## config.mk

```make
export PLATFORM = sky130hd
export DESIGN_NAME = fasp_serial_port
export DESIGN_NICKNAME = d
export VERILOG_FILES = /design/src/fasp_fifo.v /design/src/fasp_serial_port.v
export VERILOG_INCLUDE_DIRS = /design/src /design/src/src
export SDC_FILE = /design/constraint.sdc
export NUM_CORES = 1
export LEC_CHECK = 0
export BUFFER_PORTS_ARGS = -buffer_cell sky130_fd_sc_hd__buf_2
export CAP_MARGIN = 25
export CORE_ASPECT_RATIO = 1.2
export CORE_MARGIN = 1.5
export CORE_UTILIZATION = 39
export CTS_CLUSTER_DIAMETER = 150
export DETAILED_ROUTE_END_ITERATION = 10
export SETUP_SLACK_MARGIN = 0.5
export SLEW_MARGIN = 0
export SYNTH_ARGS = -nofsm -noshare
export SYNTH_HDL_FRONTEND = slang
export SYNTH_HIERARCHICAL = 1
export SYNTH_SLANG_ARGS = --single-unit
```

## constraint.sdc

```tcl
create_clock -name aclk -period 3.8 [get_ports aclk]
set_input_delay 0.38 -clock aclk [delete_from_list [all_inputs] [get_ports aclk]]
set_output_delay 0.38 -clock aclk [all_outputs]
set_load 0.02 [all_outputs]
```

## src/fasp_consts.vh

```
// Purpose: Shared constants of the FIFO serial port
// Assumes: 32-bit AXI4-Lite register bus, byte-wide registers except the 13-bit count register
// Notes:   Offsets are byte addresses, one aligned word each
`ifndef FASP_CONSTS_VH
`define FASP_CONSTS_VH

// ----------------------------------------------------------------
// Register offsets
// ----------------------------------------------------------------
`define FASP_OFS_FORMAT  8'h00
`define FASP_OFS_BITRATE 8'h04
`define FASP_OFS_CONTROL 8'h08
`define FASP_OFS_TXDATA  8'h0C
`define FASP_OFS_FLAGS   8'h10
`define FASP_OFS_RXDATA  8'h14
`define FASP_OFS_FIFOCTL 8'h18
`define FASP_OFS_COUNT   8'h1C

// ----------------------------------------------------------------
// Field positions and writable masks
// ----------------------------------------------------------------
`define FASP_FMT_CHR   6
`define FASP_FMT_PE    5
`define FASP_FMT_ODD   4
`define FASP_FMT_STOP  3
`define FASP_FMT_MASK  8'h78
`define FASP_CTL_TIE   7
`define FASP_CTL_RIE   6
`define FASP_CTL_TE    5
`define FASP_CTL_RE    4
`define FASP_CTL_MASK  8'hF3
`define FASP_FCR_MCE   3
`define FASP_FCR_TX_FIFO_CLEAR 2
`define FASP_FCR_RFRST 1
`define FASP_FCR_LOOP  0
// Flag bits: 0 ready, 1 rx high, 2 parity, 3 framing, 4 break,
// 5 tx low, 6 tx done
`define FASP_FLAG_RESET 7'h60

// ----------------------------------------------------------------
// Timing and responses
// ----------------------------------------------------------------
`define FASP_RX_IDLE_TICKS 8'hFF
`define FASP_RESP_OKAY     2'h0
`define FASP_RESP_SLVERR   2'h2

`endif

```

## src/fasp_fifo.v

```verilog
// Purpose: 16-entry byte FIFO with occupancy count
// Assumes: Push and pop may come in the same cycle
// Notes:   Push when full and pop when empty are ignored
`timescale 1ns/1ps

module fasp_fifo (
  input  wire       clk,
  input  wire       rst_n,
  input  wire       clr,
  input  wire       push,
  input  wire [7:0] din,
  input  wire       pop,
  output wire [7:0] dout,
  output wire [4:0] count,
  output wire       full,
  output wire       empty
);

  reg [7:0] mem [0:15];
  reg [3:0] wp;
  reg [3:0] rp;
  reg [4:0] cnt;
  wire      do_push = push & ~full;
  wire      do_pop  = pop & ~empty;

  assign dout  = mem[rp];
  assign count = cnt;
  assign full  = (cnt == 5'h10);
  assign empty = (cnt == 5'h00);

  // Storage has no reset; only pointers and count define contents
  always @(posedge clk) begin
    if (do_push) begin
      mem[wp] <= din;
    end
  end

  // Pointer and count update; clear empties without touching data
  always @(posedge clk) begin
    if (!rst_n || clr) begin
      wp  <= 4'h0;
      rp  <= 4'h0;
      cnt <= 5'h00;
    end else begin
      if (do_push) begin
        wp <= wp + 4'h1;
      end
      if (do_pop) begin
        rp <= rp + 4'h1;
      end
      if (do_push && !do_pop) begin
        cnt <= cnt + 5'h01;
      end else if (do_pop && !do_push) begin
        cnt <= cnt - 5'h01;
      end
    end
  end

endmodule

```

## src/fasp_serial_port.v

```verilog
// Purpose: Asynchronous serial port with 16-byte FIFOs, AXI4-Lite
// Assumes: aclk at 10 MHz; pins are asynchronous to aclk
// Notes:   Overview of operation follows
// Overview of operation
// - Separate sixteen-character FIFOs for transmit and receive.
// - Character length bit: 0 gives eight data bits, 1 gives seven.
// - Parity enable adds one parity bit; stop bit selects one or two.
// - Frame is start, data, optional parity, stops; up to twelve bits.
// - Clock select 00 internal, 11 internal driving pin, 10 external.
// - Clock output starts as soon as control register selects it.
// - Clearing transmit enable reinitializes the transmit shift register.
// - Disabling directions keeps status flags and FIFO contents.
// - Clearing transmit enable releases the transmit line at once.
// - Enabling transmit gives mark state; enabling receive waits for start.
// - Detect framing, parity, rx high, data ready, break, tx low.
// - Both FIFO occupancy counts readable at any time.
// - Rx high flag when rx count exceeds trigger 1, 4, 8 or 14.
// - Tx low flag when tx count below trigger 8, 4, 2 or 1.
// - Modem control off: clear-to-send seen low, request-to-send held 0.
// - Data bits travel least significant bit first.
`timescale 1ns/1ps
`include "fasp_consts.vh"

module fasp_serial_port (
  input  wire        aclk,
  input  wire        aresetn,
  input  wire [7:0]  s_axi_awaddr,
  input  wire        s_axi_awvalid,
  output wire        s_axi_awready,
  input  wire [31:0] s_axi_wdata,
  input  wire [3:0]  s_axi_wstrb,
  input  wire        s_axi_wvalid,
  output wire        s_axi_wready,
  output reg  [1:0]  s_axi_bresp,
  output reg         s_axi_bvalid,
  input  wire        s_axi_bready,
  input  wire [7:0]  s_axi_araddr,
  input  wire        s_axi_arvalid,
  output wire        s_axi_arready,
  output reg  [31:0] s_axi_rdata,
  output reg  [1:0]  s_axi_rresp,
  output reg         s_axi_rvalid,
  input  wire        s_axi_rready,
  output reg         txd_out,
  output wire        txd_oe,
  input  wire        rxd_in,
  input  wire        sck_in,
  output reg         sck_out,
  output wire        sck_oe,
  input  wire        cts_n_in,
  output reg         rts_n
);

  localparam ST_IDLE  = 3'h0;
  localparam ST_START = 3'h1;
  localparam ST_DATA  = 3'h2;
  localparam ST_PAR   = 3'h3;
  localparam ST_STOP  = 3'h4;

  // ----------------------------------------------------------------
  // Registers and shared wires
  // ----------------------------------------------------------------
  reg  [7:0] serial_format_reg;
  reg  [7:0] serial_control_reg;
  reg  [7:0] bit_rate_reg;
  reg  [7:0] fifo_control_reg;
  reg  [6:0] serial_flag_reg;
  reg  [6:0] flag_seen;
  reg        aw_have;
  reg  [7:0] aw_addr;
  reg        w_have;
  reg  [7:0] w_byte;
  reg        w_lane0;
  wire       tx_push;
  wire       rx_pop;
  wire [7:0] tx_dout;
  wire [4:0] tx_cnt;
  wire       tx_full;
  wire       tx_empty;
  wire [7:0] rx_dout;
  wire [4:0] rx_cnt;
  wire       rx_full;
  wire       rx_empty;
  reg        tx_pop;
  reg        rx_push;
  reg  [7:0] rx_sh;

  wire       char7    = serial_format_reg[`FASP_FMT_CHR];
  wire       par_on   = serial_format_reg[`FASP_FMT_PE];
  wire       par_odd  = serial_format_reg[`FASP_FMT_ODD];
  wire       two_stop = serial_format_reg[`FASP_FMT_STOP];
  wire       tx_on    = serial_control_reg[`FASP_CTL_TE];
  wire       rx_on    = serial_control_reg[`FASP_CTL_RE];
  wire [1:0] clk_sel  = serial_control_reg[1:0];
  wire       modem_on = fifo_control_reg[`FASP_FCR_MCE];
  wire [2:0] last_bit = char7 ? 3'h6 : 3'h7;

  // ----------------------------------------------------------------
  // FIFOs
  // ----------------------------------------------------------------
  // Clear bits hold the FIFO empty; stored bytes are left alone
  fasp_fifo u_tx_fifo (
    .clk   (aclk),
    .rst_n (aresetn),
    .clr   (fifo_control_reg[`FASP_FCR_TX_FIFO_CLEAR]),
    .push  (tx_push),
    .din   (w_byte),
    .pop   (tx_pop),
    .dout  (tx_dout),
    .count (tx_cnt),
    .full  (tx_full),
    .empty (tx_empty)
  );

  fasp_fifo u_rx_fifo (
    .clk   (aclk),
    .rst_n (aresetn),
    .clr   (fifo_control_reg[`FASP_FCR_RFRST]),
    .push  (rx_push),
    .din   (rx_sh),
    .pop   (rx_pop),
    .dout  (rx_dout),
    .count (rx_cnt),
    .full  (rx_full),
    .empty (rx_empty)
  );

  // ----------------------------------------------------------------
  // Pin synchronizers and bit clock
  // ----------------------------------------------------------------
  // Bits: 0 serial clock, 1 receive data, 2 clear-to-send
  reg  [2:0] pin_s1;
  reg  [2:0] pin_s2;
  reg  [2:0] pin_s3;
  reg  [2:0] pin_q;
  reg        sck_prev;
  reg  [7:0] half_div;
  wire       ext_clk  = (clk_sel == 2'h2);
  wire       half_hit = ~ext_clk && (half_div == 8'h00);
  wire       tick     = ext_clk ? (pin_q[0] & ~sck_prev) : (half_hit & ~sck_out);
  wire       cts_eff  = modem_on & pin_q[2];

  // Level changes only once stages two and three agree (glitch filter)
  always @(posedge aclk) begin
    if (!aresetn) begin
      pin_s1 <= 3'h7;
      pin_s2 <= 3'h7;
      pin_s3 <= 3'h7;
      pin_q  <= 3'h7;
    end else begin
      pin_s1 <= {cts_n_in, rxd_in, sck_in};
      pin_s2 <= pin_s1;
      pin_s3 <= pin_s2;
      pin_q  <= (~(pin_s2 ^ pin_s3) & pin_s3) | ((pin_s2 ^ pin_s3) & pin_q);
    end
  end

  // Divider toggles the 16x clock; its rising half gives the tick
  always @(posedge aclk) begin
    if (!aresetn) begin
      half_div <= 8'h00;
      sck_out  <= 1'b0;
      sck_prev <= 1'b1;
    end else begin
      sck_prev <= pin_q[0];
      if (half_hit) begin
        half_div <= bit_rate_reg;
        sck_out  <= ~sck_out;
      end else if (!ext_clk) begin
        half_div <= half_div - 8'h01;
      end
    end
  end

  assign sck_oe = (clk_sel == 2'h3);

  // ----------------------------------------------------------------
  // Transmitter
  // ----------------------------------------------------------------
  reg  [2:0] tx_state;
  reg  [3:0] tx_ph;
  reg  [2:0] tx_bit;
  reg  [7:0] tx_shift_reg;
  reg        tx_par;
  wire       tx_go   = ~tx_empty & ~cts_eff;
  wire       tx_end  = tick & (tx_ph == 4'hF);

  assign txd_oe = tx_on;

  // Frame sequencer; a disabled transmitter is held cleared
  always @(posedge aclk) begin
    tx_pop <= 1'b0;
    if (!aresetn || !tx_on) begin
      tx_state     <= ST_IDLE;
      tx_ph        <= 4'h0;
      tx_bit       <= 3'h0;
      tx_shift_reg <= 8'h00;
      tx_par       <= 1'b0;
    end else begin
      if (tick && tx_state != ST_IDLE) begin
        tx_ph <= tx_ph + 4'h1;
      end
      case (tx_state)
        ST_IDLE: begin
          if (tick && tx_go && !tx_pop) begin
            tx_shift_reg <= tx_dout;
            tx_pop       <= 1'b1;
            tx_par       <= 1'b0;
            tx_ph        <= 4'h0;
            tx_state     <= ST_START;
          end
        end
        ST_START: begin
          if (tx_end) begin
            tx_bit   <= 3'h0;
            tx_state <= ST_DATA;
          end
        end
        ST_DATA: begin
          if (tx_end) begin
            tx_shift_reg <= {1'b0, tx_shift_reg[7:1]};
            tx_par       <= tx_par ^ tx_shift_reg[0];
            tx_bit       <= tx_bit + 3'h1;
            if (tx_bit == last_bit) begin
              tx_bit   <= 3'h0;
              tx_state <= par_on ? ST_PAR : ST_STOP;
            end
          end
        end
        ST_PAR: begin
          if (tx_end) begin
            tx_state <= ST_STOP;
          end
        end
        ST_STOP: begin
          if (tx_end) begin
            if (two_stop && tx_bit == 3'h0) begin
              tx_bit <= 3'h1;
            end else if (tx_go) begin
              // Next character follows without an idle bit
              tx_shift_reg <= tx_dout;
              tx_pop       <= 1'b1;
              tx_par       <= 1'b0;
              tx_state     <= ST_START;
            end else begin
              tx_state <= ST_IDLE;
            end
          end
        end
        default: begin
          tx_state <= ST_IDLE;
        end
      endcase
    end
  end

  // Line level registered from the sequencer state; mark when idle
  always @(posedge aclk) begin
    if (!aresetn) begin
      txd_out <= 1'b1;
    end else begin
      case (tx_state)
        ST_START: txd_out <= 1'b0;
        ST_DATA:  txd_out <= tx_shift_reg[0];
        ST_PAR:   txd_out <= tx_par ^ par_odd;
        default:  txd_out <= 1'b1;
      endcase
    end
  end

  // ----------------------------------------------------------------
  // Receiver
  // ----------------------------------------------------------------
  reg  [2:0] rx_state;
  reg  [3:0] rx_ph;
  reg  [2:0] rx_bit;
  reg        rx_par;
  reg        rx_perr;
  reg  [7:0] rx_idle;
  reg        ev_fer;
  reg        ev_per;
  reg        ev_brk;
  wire       rx_line = fifo_control_reg[`FASP_FCR_LOOP] ? txd_out : pin_q[1];
  wire       rx_mid  = tick & (rx_ph == 4'hF);

  // Start qualified at phase 7, later bits sampled mid-bit
  always @(posedge aclk) begin
    rx_push <= 1'b0;
    ev_fer  <= 1'b0;
    ev_per  <= 1'b0;
    ev_brk  <= 1'b0;
    if (!aresetn || !rx_on) begin
      rx_state <= ST_IDLE;
      rx_ph    <= 4'h0;
      rx_bit   <= 3'h0;
      rx_par   <= 1'b0;
      rx_perr  <= 1'b0;
    end else begin
      case (rx_state)
        ST_IDLE: begin
          if (tick) begin
            rx_ph <= rx_line ? 4'h0 : rx_ph + 4'h1;
            if (!rx_line && rx_ph == 4'h7) begin
              rx_ph    <= 4'h0;
              rx_bit   <= 3'h0;
              rx_sh    <= 8'h00;
              rx_par   <= 1'b0;
              rx_perr  <= 1'b0;
              rx_state <= ST_DATA;
            end
          end
        end
        ST_DATA: begin
          if (tick) begin
            rx_ph <= rx_ph + 4'h1;
          end
          if (rx_mid) begin
            rx_sh[rx_bit] <= rx_line;
            rx_par        <= rx_par ^ rx_line;
            rx_bit        <= rx_bit + 3'h1;
            if (rx_bit == last_bit) begin
              rx_state <= par_on ? ST_PAR : ST_STOP;
            end
          end
        end
        ST_PAR: begin
          if (tick) begin
            rx_ph <= rx_ph + 4'h1;
          end
          if (rx_mid) begin
            rx_perr  <= rx_line ^ rx_par ^ par_odd;
            rx_par   <= rx_par | rx_line;
            rx_state <= ST_STOP;
          end
        end
        ST_STOP: begin
          if (tick) begin
            rx_ph <= rx_ph + 4'h1;
          end
          // Only the first stop bit is checked
          if (rx_mid) begin
            ev_fer <= ~rx_line;
            ev_per <= rx_perr;
            ev_brk <= ~rx_line & (rx_sh == 8'h00) & ~(par_on & rx_par);
            rx_push <= ~(~rx_line & (rx_sh == 8'h00) & ~(par_on & rx_par))
                       & ~serial_flag_reg[4];
            rx_state <= ST_IDLE;
          end
        end
        default: begin
          rx_state <= ST_IDLE;
        end
      endcase
    end
  end

  // Quiet-line counter in ticks for the data-ready flag
  always @(posedge aclk) begin
    if (!aresetn || !rx_on || rx_state != ST_IDLE || rx_push) begin
      rx_idle <= 8'h00;
    end else if (tick && rx_idle != `FASP_RX_IDLE_TICKS) begin
      rx_idle <= rx_idle + 8'h01;
    end
  end

  // Request-to-send asserts high only when receive space runs out
  always @(posedge aclk) begin
    if (!aresetn) begin
      rts_n <= 1'b0;
    end else begin
      rts_n <= modem_on & rx_full;
    end
  end

  // ----------------------------------------------------------------
  // Status flags
  // ----------------------------------------------------------------
  reg  [4:0] rx_trig;
  reg  [4:0] tx_trig;
  wire       rdf_set = (rx_cnt > rx_trig);
  wire       tx_fifo_low_flag_set = (tx_cnt < tx_trig);
  wire       tx_done_flag_set = (tx_state == ST_IDLE) & tx_empty;
  wire       dr_set  = ~rx_empty & ~rdf_set & (rx_idle == `FASP_RX_IDLE_TICKS);
  wire [6:0] flag_set = {tx_done_flag_set, tx_fifo_low_flag_set, ev_brk, ev_fer, ev_per, rdf_set, dr_set};
  wire       wr_go   = aw_have & w_have & ~s_axi_bvalid;
  wire       wr_flag = wr_go & w_lane0 & (aw_addr[7:2] == `FASP_OFS_FLAGS >> 2);
  wire [6:0] flag_clr = wr_flag ? (flag_seen & ~w_byte[6:0]) : 7'h00;
  wire       rd_go   = s_axi_arvalid & ~s_axi_rvalid;
  wire [5:0] rd_idx  = s_axi_araddr[7:2];

  // Trigger decode
  always @* begin
    case (fifo_control_reg[7:6])
      2'h0:    rx_trig = 5'h01;
      2'h1:    rx_trig = 5'h04;
      2'h2:    rx_trig = 5'h08;
      default: rx_trig = 5'h0E;
    endcase
    case (fifo_control_reg[5:4])
      2'h0:    tx_trig = 5'h08;
      2'h1:    tx_trig = 5'h04;
      2'h2:    tx_trig = 5'h02;
      default: tx_trig = 5'h01;
    endcase
  end

  // Set beats clear; enables never touch flags
  always @(posedge aclk) begin
    if (!aresetn) begin
      serial_flag_reg <= `FASP_FLAG_RESET;
      flag_seen       <= 7'h00;
    end else begin
      serial_flag_reg <= (serial_flag_reg & ~flag_clr) | flag_set;
      if (rd_go && rd_idx == (`FASP_OFS_FLAGS >> 2)) begin
        flag_seen <= serial_flag_reg;
      end else if (wr_flag) begin
        flag_seen <= 7'h00;
      end
    end
  end

  // ----------------------------------------------------------------
  // AXI4-Lite slave
  // ----------------------------------------------------------------
  assign s_axi_awready = ~aw_have;
  assign s_axi_wready  = ~w_have;
  assign s_axi_arready = ~s_axi_rvalid;
  assign tx_push = wr_go & w_lane0 & (aw_addr[7:2] == `FASP_OFS_TXDATA >> 2);
  assign rx_pop  = rd_go & (rd_idx == (`FASP_OFS_RXDATA >> 2));

  // Address and data latched in any order, write done once both held
  always @(posedge aclk) begin
    if (!aresetn) begin
      aw_have            <= 1'b0;
      aw_addr            <= 8'h00;
      w_have             <= 1'b0;
      w_byte             <= 8'h00;
      w_lane0            <= 1'b0;
      s_axi_bvalid       <= 1'b0;
      s_axi_bresp        <= `FASP_RESP_OKAY;
      serial_format_reg  <= 8'h00;
      serial_control_reg <= 8'h00;
      bit_rate_reg       <= 8'hFF;
      fifo_control_reg   <= 8'h00;
    end else begin
      if (s_axi_awvalid && !aw_have) begin
        aw_have <= 1'b1;
        aw_addr <= s_axi_awaddr;
      end
      if (s_axi_wvalid && !w_have) begin
        w_have  <= 1'b1;
        w_byte  <= s_axi_wdata[7:0];
        w_lane0 <= s_axi_wstrb[0];
      end
      if (s_axi_bvalid && s_axi_bready) begin
        s_axi_bvalid <= 1'b0;
      end
      if (wr_go) begin
        aw_have      <= 1'b0;
        w_have       <= 1'b0;
        s_axi_bvalid <= 1'b1;
        s_axi_bresp  <= (aw_addr[7:5] == 3'h0) ? `FASP_RESP_OKAY : `FASP_RESP_SLVERR;
        if (w_lane0) begin
          case (aw_addr[7:2])
            (`FASP_OFS_FORMAT >> 2):  serial_format_reg <= w_byte & `FASP_FMT_MASK;
            (`FASP_OFS_BITRATE >> 2): bit_rate_reg <= w_byte;
            (`FASP_OFS_CONTROL >> 2): serial_control_reg <= w_byte & `FASP_CTL_MASK;
            (`FASP_OFS_FIFOCTL >> 2): fifo_control_reg <= w_byte;
            default: begin
            end
          endcase
        end
      end
    end
  end

  // Read answer registered; a read of receive data pops one byte
  always @(posedge aclk) begin
    if (!aresetn) begin
      s_axi_rvalid <= 1'b0;
      s_axi_rdata  <= 32'h00000000;
      s_axi_rresp  <= `FASP_RESP_OKAY;
    end else if (rd_go) begin
      s_axi_rvalid <= 1'b1;
      s_axi_rresp  <= (s_axi_araddr[7:5] == 3'h0) ? `FASP_RESP_OKAY : `FASP_RESP_SLVERR;
      case (rd_idx)
        (`FASP_OFS_FORMAT >> 2):  s_axi_rdata <= {24'h000000, serial_format_reg};
        (`FASP_OFS_BITRATE >> 2): s_axi_rdata <= {24'h000000, bit_rate_reg};
        (`FASP_OFS_CONTROL >> 2): s_axi_rdata <= {24'h000000, serial_control_reg};
        (`FASP_OFS_FLAGS >> 2):   s_axi_rdata <= {25'h0000000, serial_flag_reg};
        (`FASP_OFS_RXDATA >> 2):  s_axi_rdata <= {24'h000000, rx_dout};
        (`FASP_OFS_FIFOCTL >> 2): s_axi_rdata <= {24'h000000, fifo_control_reg};
        (`FASP_OFS_COUNT >> 2):   s_axi_rdata <= {19'h00000, tx_cnt, 3'h0, rx_cnt};
        default:                  s_axi_rdata <= 32'h00000000;
      endcase
    end else if (s_axi_rready) begin
      s_axi_rvalid <= 1'b0;
    end
  end

endmodule

```

==> results of run 1 <==
stage by stage:
| step | hold WS, ps | instance area, um^2 | cells |
|---|---|---|---|
| final | 30.0 | 21400 | 2185 |
| after global routing | 43.3 | 21400 | 2185 |
| after CTS | 4.33 | 21300 | 2184 |
| after detailed placement | 401 | 19800 | 2098 |
| after global placement | 393 | 19800 | 2098 |
| after floorplan | 386 | 19000 | 1478 |
worst paths after layout:
path              slack, ps     startpoint            endpoint
hold / removal           30  s_axi_awvalid             aw_have
hold reg to reg         410      pin_s1[0]           pin_s2[0]
setup reg to reg        850     aw_addr[7]  u_tx_fifo/count[4]
setup / recovery        850     aw_addr[7]  u_tx_fifo/count[4]
area by class of cell:
type                    instances  area (um^2)  share of cell area, %
clock buffers                  65         1320                   6.17
clock inverters                18          140                  0.656
well taps                     630          788                   3.69
repair buffers                 92          576                   2.70
multi-input cells             912         6980                   32.7
flip-flops and latches        440        11500                   53.6
inverters                      28          105                  0.492
cell usage in the layout (no fill, tap or decap), types with 6 or more instances in the layout:
| cell | instances |
|---|---|
| a21oi_1 | 34 |
| buf_4 | 33 |
| mux4_2 | 65 |
| dfxtp_1 | 174 |
| xnor2_1 | 13 |
| o211ai_1 | 13 |
| conb_1 | 21 |
| a21boi_0 | 24 |
| or3_1 | 7 |
| and2_1 | 8 |
| clkbuf_16 | 46 |
| nand3b_1 | 7 |
| and3_1 | 13 |
| a21o_1 | 8 |
| buf_2 | 54 |
| o31ai_1 | 7 |
| nand2_1 | 105 |
| inv_1 | 28 |
| ha_1 | 34 |
| or4_1 | 8 |
| clkbuf_1 | 6 |
| nand3_1 | 31 |
| a22oi_1 | 46 |
| nand2b_1 | 30 |
| xor2_1 | 17 |
| mux2i_1 | 57 |
| nor2_1 | 125 |
| edfxtp_1 | 264 |
| clkinv_2 | 10 |
| o21ai_0 | 28 |
| nor3_1 | 22 |
| clkbuf_8 | 9 |
| nor3b_1 | 9 |
| o21a_1 | 7 |
| nor2b_1 | 55 |
| nand4_1 | 10 |
| a211oi_1 | 19 |
critical path, delay by kind of cell, from the launching register on:
kind / cells / cell delay, ps
AND/OR/NAND/NOR: 3 / 880
adder cells (fa/ha/maj): 2 / 550
flip-flops: 1 / 310
buffers and inverters: 1 / 110
AO/OA/AOI/OAI: 5 / 1060
where the power goes:
| group | switching (mW) | internal [mW] |
|---|---|---|
| logic | 0.341 | 0.203 |
| registers | 0.0992 | 5.08 |
| clock network | 1.86 | 2.43 |
metal layers:
| metal | GRT usage (%) | wire (um) |
|---|---|---|
| met5 | 0 | 35 |
| met4 | 5.82 | 1230 |
| met3 | 3.50 | 2060 |
| met2 | 30.8 | 22600 |
| met1 | 21.9 | 18000 |
repair_timing:
item                                    in CTS  in global routing
endpoints found under the hold margin        3                  0
endpoints found under the setup margin       0                  2
hold buffers                                 3                  0
resized for setup                            0                  2
==> impl_metrics.json, run 1 <==
{
  "run_status": "finished clean",
  "grt_max_degree": 51,
  "crit_path_top_delay_cell": "ha_1",
  "utilization_pct": 44.5,
  "grt_usage_pct": 17.7,
  "dp_hpwl_um": 29700,
  "fin_tns_setup_ps": 0,
  "start_kind": "register",
  "r2r_cells": 11,
  "fillers": 4371,
  "maxSlewViolCount": 0,
  "vias": 11700,
  "cts_setup_buffers": 0,
  "ys.warnings.count": 6,
  "setup_viol": 0,
  "pre_cts_ws_ps": 657,
  "reg_top3": "u_rx_fifo/mem: 128 flops, u_tx_fifo/mem: 128 flops, s_axi_rdata: 13 flops",
  "ios": 108,
  "core_um2": 48000,
  "crit_fanout": 6,
  "antenna_found_initial": 3,
  "power_density_nw_per_um2": 469,
  "path_clk_slew_ps": 60,
  "netlist_area_um2": 18900,
  "cts_max_path_buffers": 3,
  "overflow": 0,
  "worst_pin_slew_ps": 1110,
  "htree_levels": 2,
  "finalPower_mw": 10.0,
  "finalHoldViolCount": 0,
  "dieArea_um2": 49900,
  "area_growth_syn_to_layout_pct": 12.8,
  "slew-limit-headroom_pct": 25.4,
  "clk_latency_ps": 590,
  "rsz0062_at_grt": "no",
  "crit_top_cell": "ha_1",
  "min_period_over_period_pct": 77.7,
  "fin_nets": 1617,
  "firstDrtPassIters": 5,
  "grt_pass1_vias": 11500,
  "routedWlPerCell_um": 20.1,
  "layout_setup_ws_ps": 848,
  "finClkSkew_ps": 19.1,
  "vdd_ir_drop_max_v": 0.000379,
  "synth.avg_cell_area_um2": 13.0,
  "grt_pass1_wl_um": 67300,
  "numPortBuffers": 55,
  "critPathMaxStageDelay_ps": 340,
  "hold_path.class": "in2reg",
  "crit_type": "reg2reg",
  "arrival_ps": 3480,
  "crit_path_cell_trace": "nor3_1 > nand4b_1 > nor3_4 > o21a_1 > ha_1 > inv_1 > ha_1 > a21oi_1 > a211o_1 > a211oi_1 > a31o_2",
  "min_path_cells": 3,
  "cp.required_ps": 4330,
  "cts-root-buf": "clkbuf_16",
  "drtIter0Drc": 856,
  "die_x_um": 204,
  "fmax_mhz": 339,
  "drc": 0,
  "num_rows": 88,
  "place_congestion": 0.776,
  "timing.final.crit_period_ps": 2950,
  "cts_sinks": 440,
  "drive_gt1_share_pct": 16.7,
  "drt-total-wl_um": 43900,
  "cap_violations": 0,
  "p_leak_nw": 6.89,
  "tritoncts": "yes",
  "vias_per_cell": 5.37,
  "n_antenna_cell": 0,
  "crit_path_end_kind": "register",
  "die_h_um": 244,
  "initial_core_util_pct": 39.4,
  "numCtsBuffers": 45,
  "ant_nets": 0,
  "synthCells": 1458
}
Power figures use the tool's default switching activity.
==> run 2, diff against run 1 <==
==> constraint.sdc (replaced) <==
create_clock -name aclk -period 3 [get_ports aclk]
set_input_delay 0.3 -clock aclk [delete_from_list [all_inputs] [get_ports aclk]]
set_output_delay 0.3 -clock aclk [all_outputs]
set_load 0.02 [all_outputs]
==> impl_metrics.json, run 2 (synthesis results as in run 1) <==
{
  "place_congestion": 0.831,
  "dp_hpwl_um": 29500,
  "min_period_over_period_pct": 85.5,
  "r2r_cells": 11,
  "fin_nets": 1681,
  "slew-limit-headroom_pct": 34.0,
  "rsz0062_at_grt": "yes",
  "finClkSkew_ps": 16.6,
  "antenna_found_initial": 2,
  "grt_pass1_wl_um": 68200,
  "mostFrequentLayoutCells": "edfxtp_1 (264), dfxtp_1 (165), nor2_1 (125)",
  "fmax_mhz": 390,
  "crit_fanout": 5,
  "routedWlPerCell_um": 19.7,
  "cap_violations": 0,
  "vias": 11900,
  "min_path_cells": 3,
  "stdcell_count": 2251,
  "finalPower_mw": 12.8,
  "area_growth_syn_to_layout_pct": 16.8,
  "ant_nets": 0,
  "cp.required_ps": 3510,
  "dieArea_um2": 49900,
  "cts-root-buf": "clkbuf_16",
  "firstDrtPassIters": 9,
  "grt_pass1_vias": 11900,
  "drive_gt1_share_pct": 20.7,
  "worst_hold_path.endpoint": "aw_addr[2]",
  "min_from": "s_axi_awaddr[2]",
  "rrSetupSlack_ps": 440,
  "grt_max_degree": 60,
  "cts_max_path_buffers": 3,
  "htree_levels": 2,
  "crit_type": "reg2reg",
  "run_status": "finished clean",
  "power_density_nw_per_um2": 581,
  "internal-power_mw": 9.96,
  "timing.final.crit_period_ps": 2560,
  "finalHoldViolCount": 0,
  "drc": 0,
  "initial_core_util_pct": 39.4,
  "cts_sinks": 440,
  "hold_path.class": "in2reg",
  "num_rows": 88,
  "sw_frac_of_total_pct": 22.4,
  "core_um2": 48000,
  "final_common_cell": "edfxtp_1",
  "vias_per_cell": 5.30,
  "overflow": 0,
  "utilization_pct": 46.1,
  "numPortBuffers": 55,
  "tritoncts": "yes",
  "r2r_start": "w_have",
  "combPwrFrac_pct": 5.7,
  "numCtsBuffers": 46,
  "clk_latency_ps": 570,
  "setup_viol": 0,
  "ios": 108,
  "arrival_ps": 3070,
  "maxSlewViolCount": 0,
  "whs_ps": 18.3,
  "p_sw_mw": 2.88,
  "die_x_um": 204,
  "drt-total-wl_um": 44400,
  "start_kind": "register",
  "path_clk_slew_ps": 60,
  "p_seq_share_pct": 51.1,
  "fin_tns_setup_ps": 0,
  "worst_pin_slew_ps": 989,
  "grt_usage_pct": 17.9,
  "reg_top3": "u_rx_fifo/mem: 128 flops, u_tx_fifo/mem: 128 flops, s_axi_rdata: 13 flops",
  "vdd_ir_drop_max_v": 0.000488,
  "clkPwrFrac_pct": 43.2,
  "drtIter0Drc": 696,
  "r2r_end": "u_tx_fifo/count[4]",
  "p_leak_nw": 7.21,
  "die_h_um": 244,
  "crit_path_end_kind": "register",
  "dp.cells": 2130
}
-- run 2: cell type report --
class	instances	area [um^2]
Clock inverter	19	154
Multi-Input combinational cell	912	7150
Timing Repair Buffer	155	1120
Inverter	28	113
Antenna cell	1	2.50
Clock buffer	66	1320
Fill cell	4316	25900
Tap cell	630	788
Sequential cell	440	11500
-- run 2: per-layer routing --
layer | up-vias | wire length, um | global-route usage (%)
li1 | 5677 | - | -
met1 | 5902 | 18400 | 22.0
met2 | 273 | 22700 | 31.6
met3 | 81 | 1780 | 2.39
met4 | 4 | 1360 | 6.96
met5 | - | 29 | 0
-- run 2: metrics by stage --
stage / cell area (um^2) / worst slack [ps]
after floorplan: 19100 / 448
after global placement: 20200 / 258
after detailed placement: 20200 / 233
after CTS: 22000 / 496
after global routing: 22100 / 393
final: 22100 / 436
-- run 2: worst max path at each step --
stage,startpoint,to,slack (ps),cells past startpoint
final,w_have,u_tx_fifo/count[4],440,11
after global routing,w_have,u_tx_fifo/count[4],390,11
after CTS,u_rx_fifo/count[1],u_rx_fifo/count[4],500,9
after detailed placement,u_rx_fifo/count[2],u_rx_fifo/count[4],230,9
after global placement,u_rx_fifo/count[2],u_rx_fifo/count[4],260,9
after floorplan,s_axi_bvalid,u_tx_fifo/count[4],450,12
-- run 2: power by group through the flow --
stage / Sequential [mW] / Combinational [mW] / Clock, mW
floorplan: 6.66 / 0.534 / 0
global placement: 6.69 / 0.691 / 0
detailed placement: 6.69 / 0.701 / 0
CTS: 6.56 / 0.724 / 5.69
global route: 6.57 / 0.813 / 5.92
finish: 6.56 / 0.731 / 5.55
-- run 2: timing repair --
| item | in CTS | in global routing |
|---|---|---|
| pin swaps | 4 | 7 |
| setup endpoints to repair | 21 | 26 |
| resized for setup | 13 | 14 |
| buffers inserted | 6 | 9 |
| hold buffers | 19 | 0 |
| hold endpoints to repair | 18 | 0 |
-- run 2: worst max-delay path, stage by stage, from the launching register on --
cell and delay, ps:
dfxtp_1 370, and3b_1 280, nand4b_1 190, nor3_2 250, o21a_1 210, ha_4 180
inv_6 50, ha_4 280, a21oi_2 60, a211o_1 310, a211oi_2 200, a31o_2 130
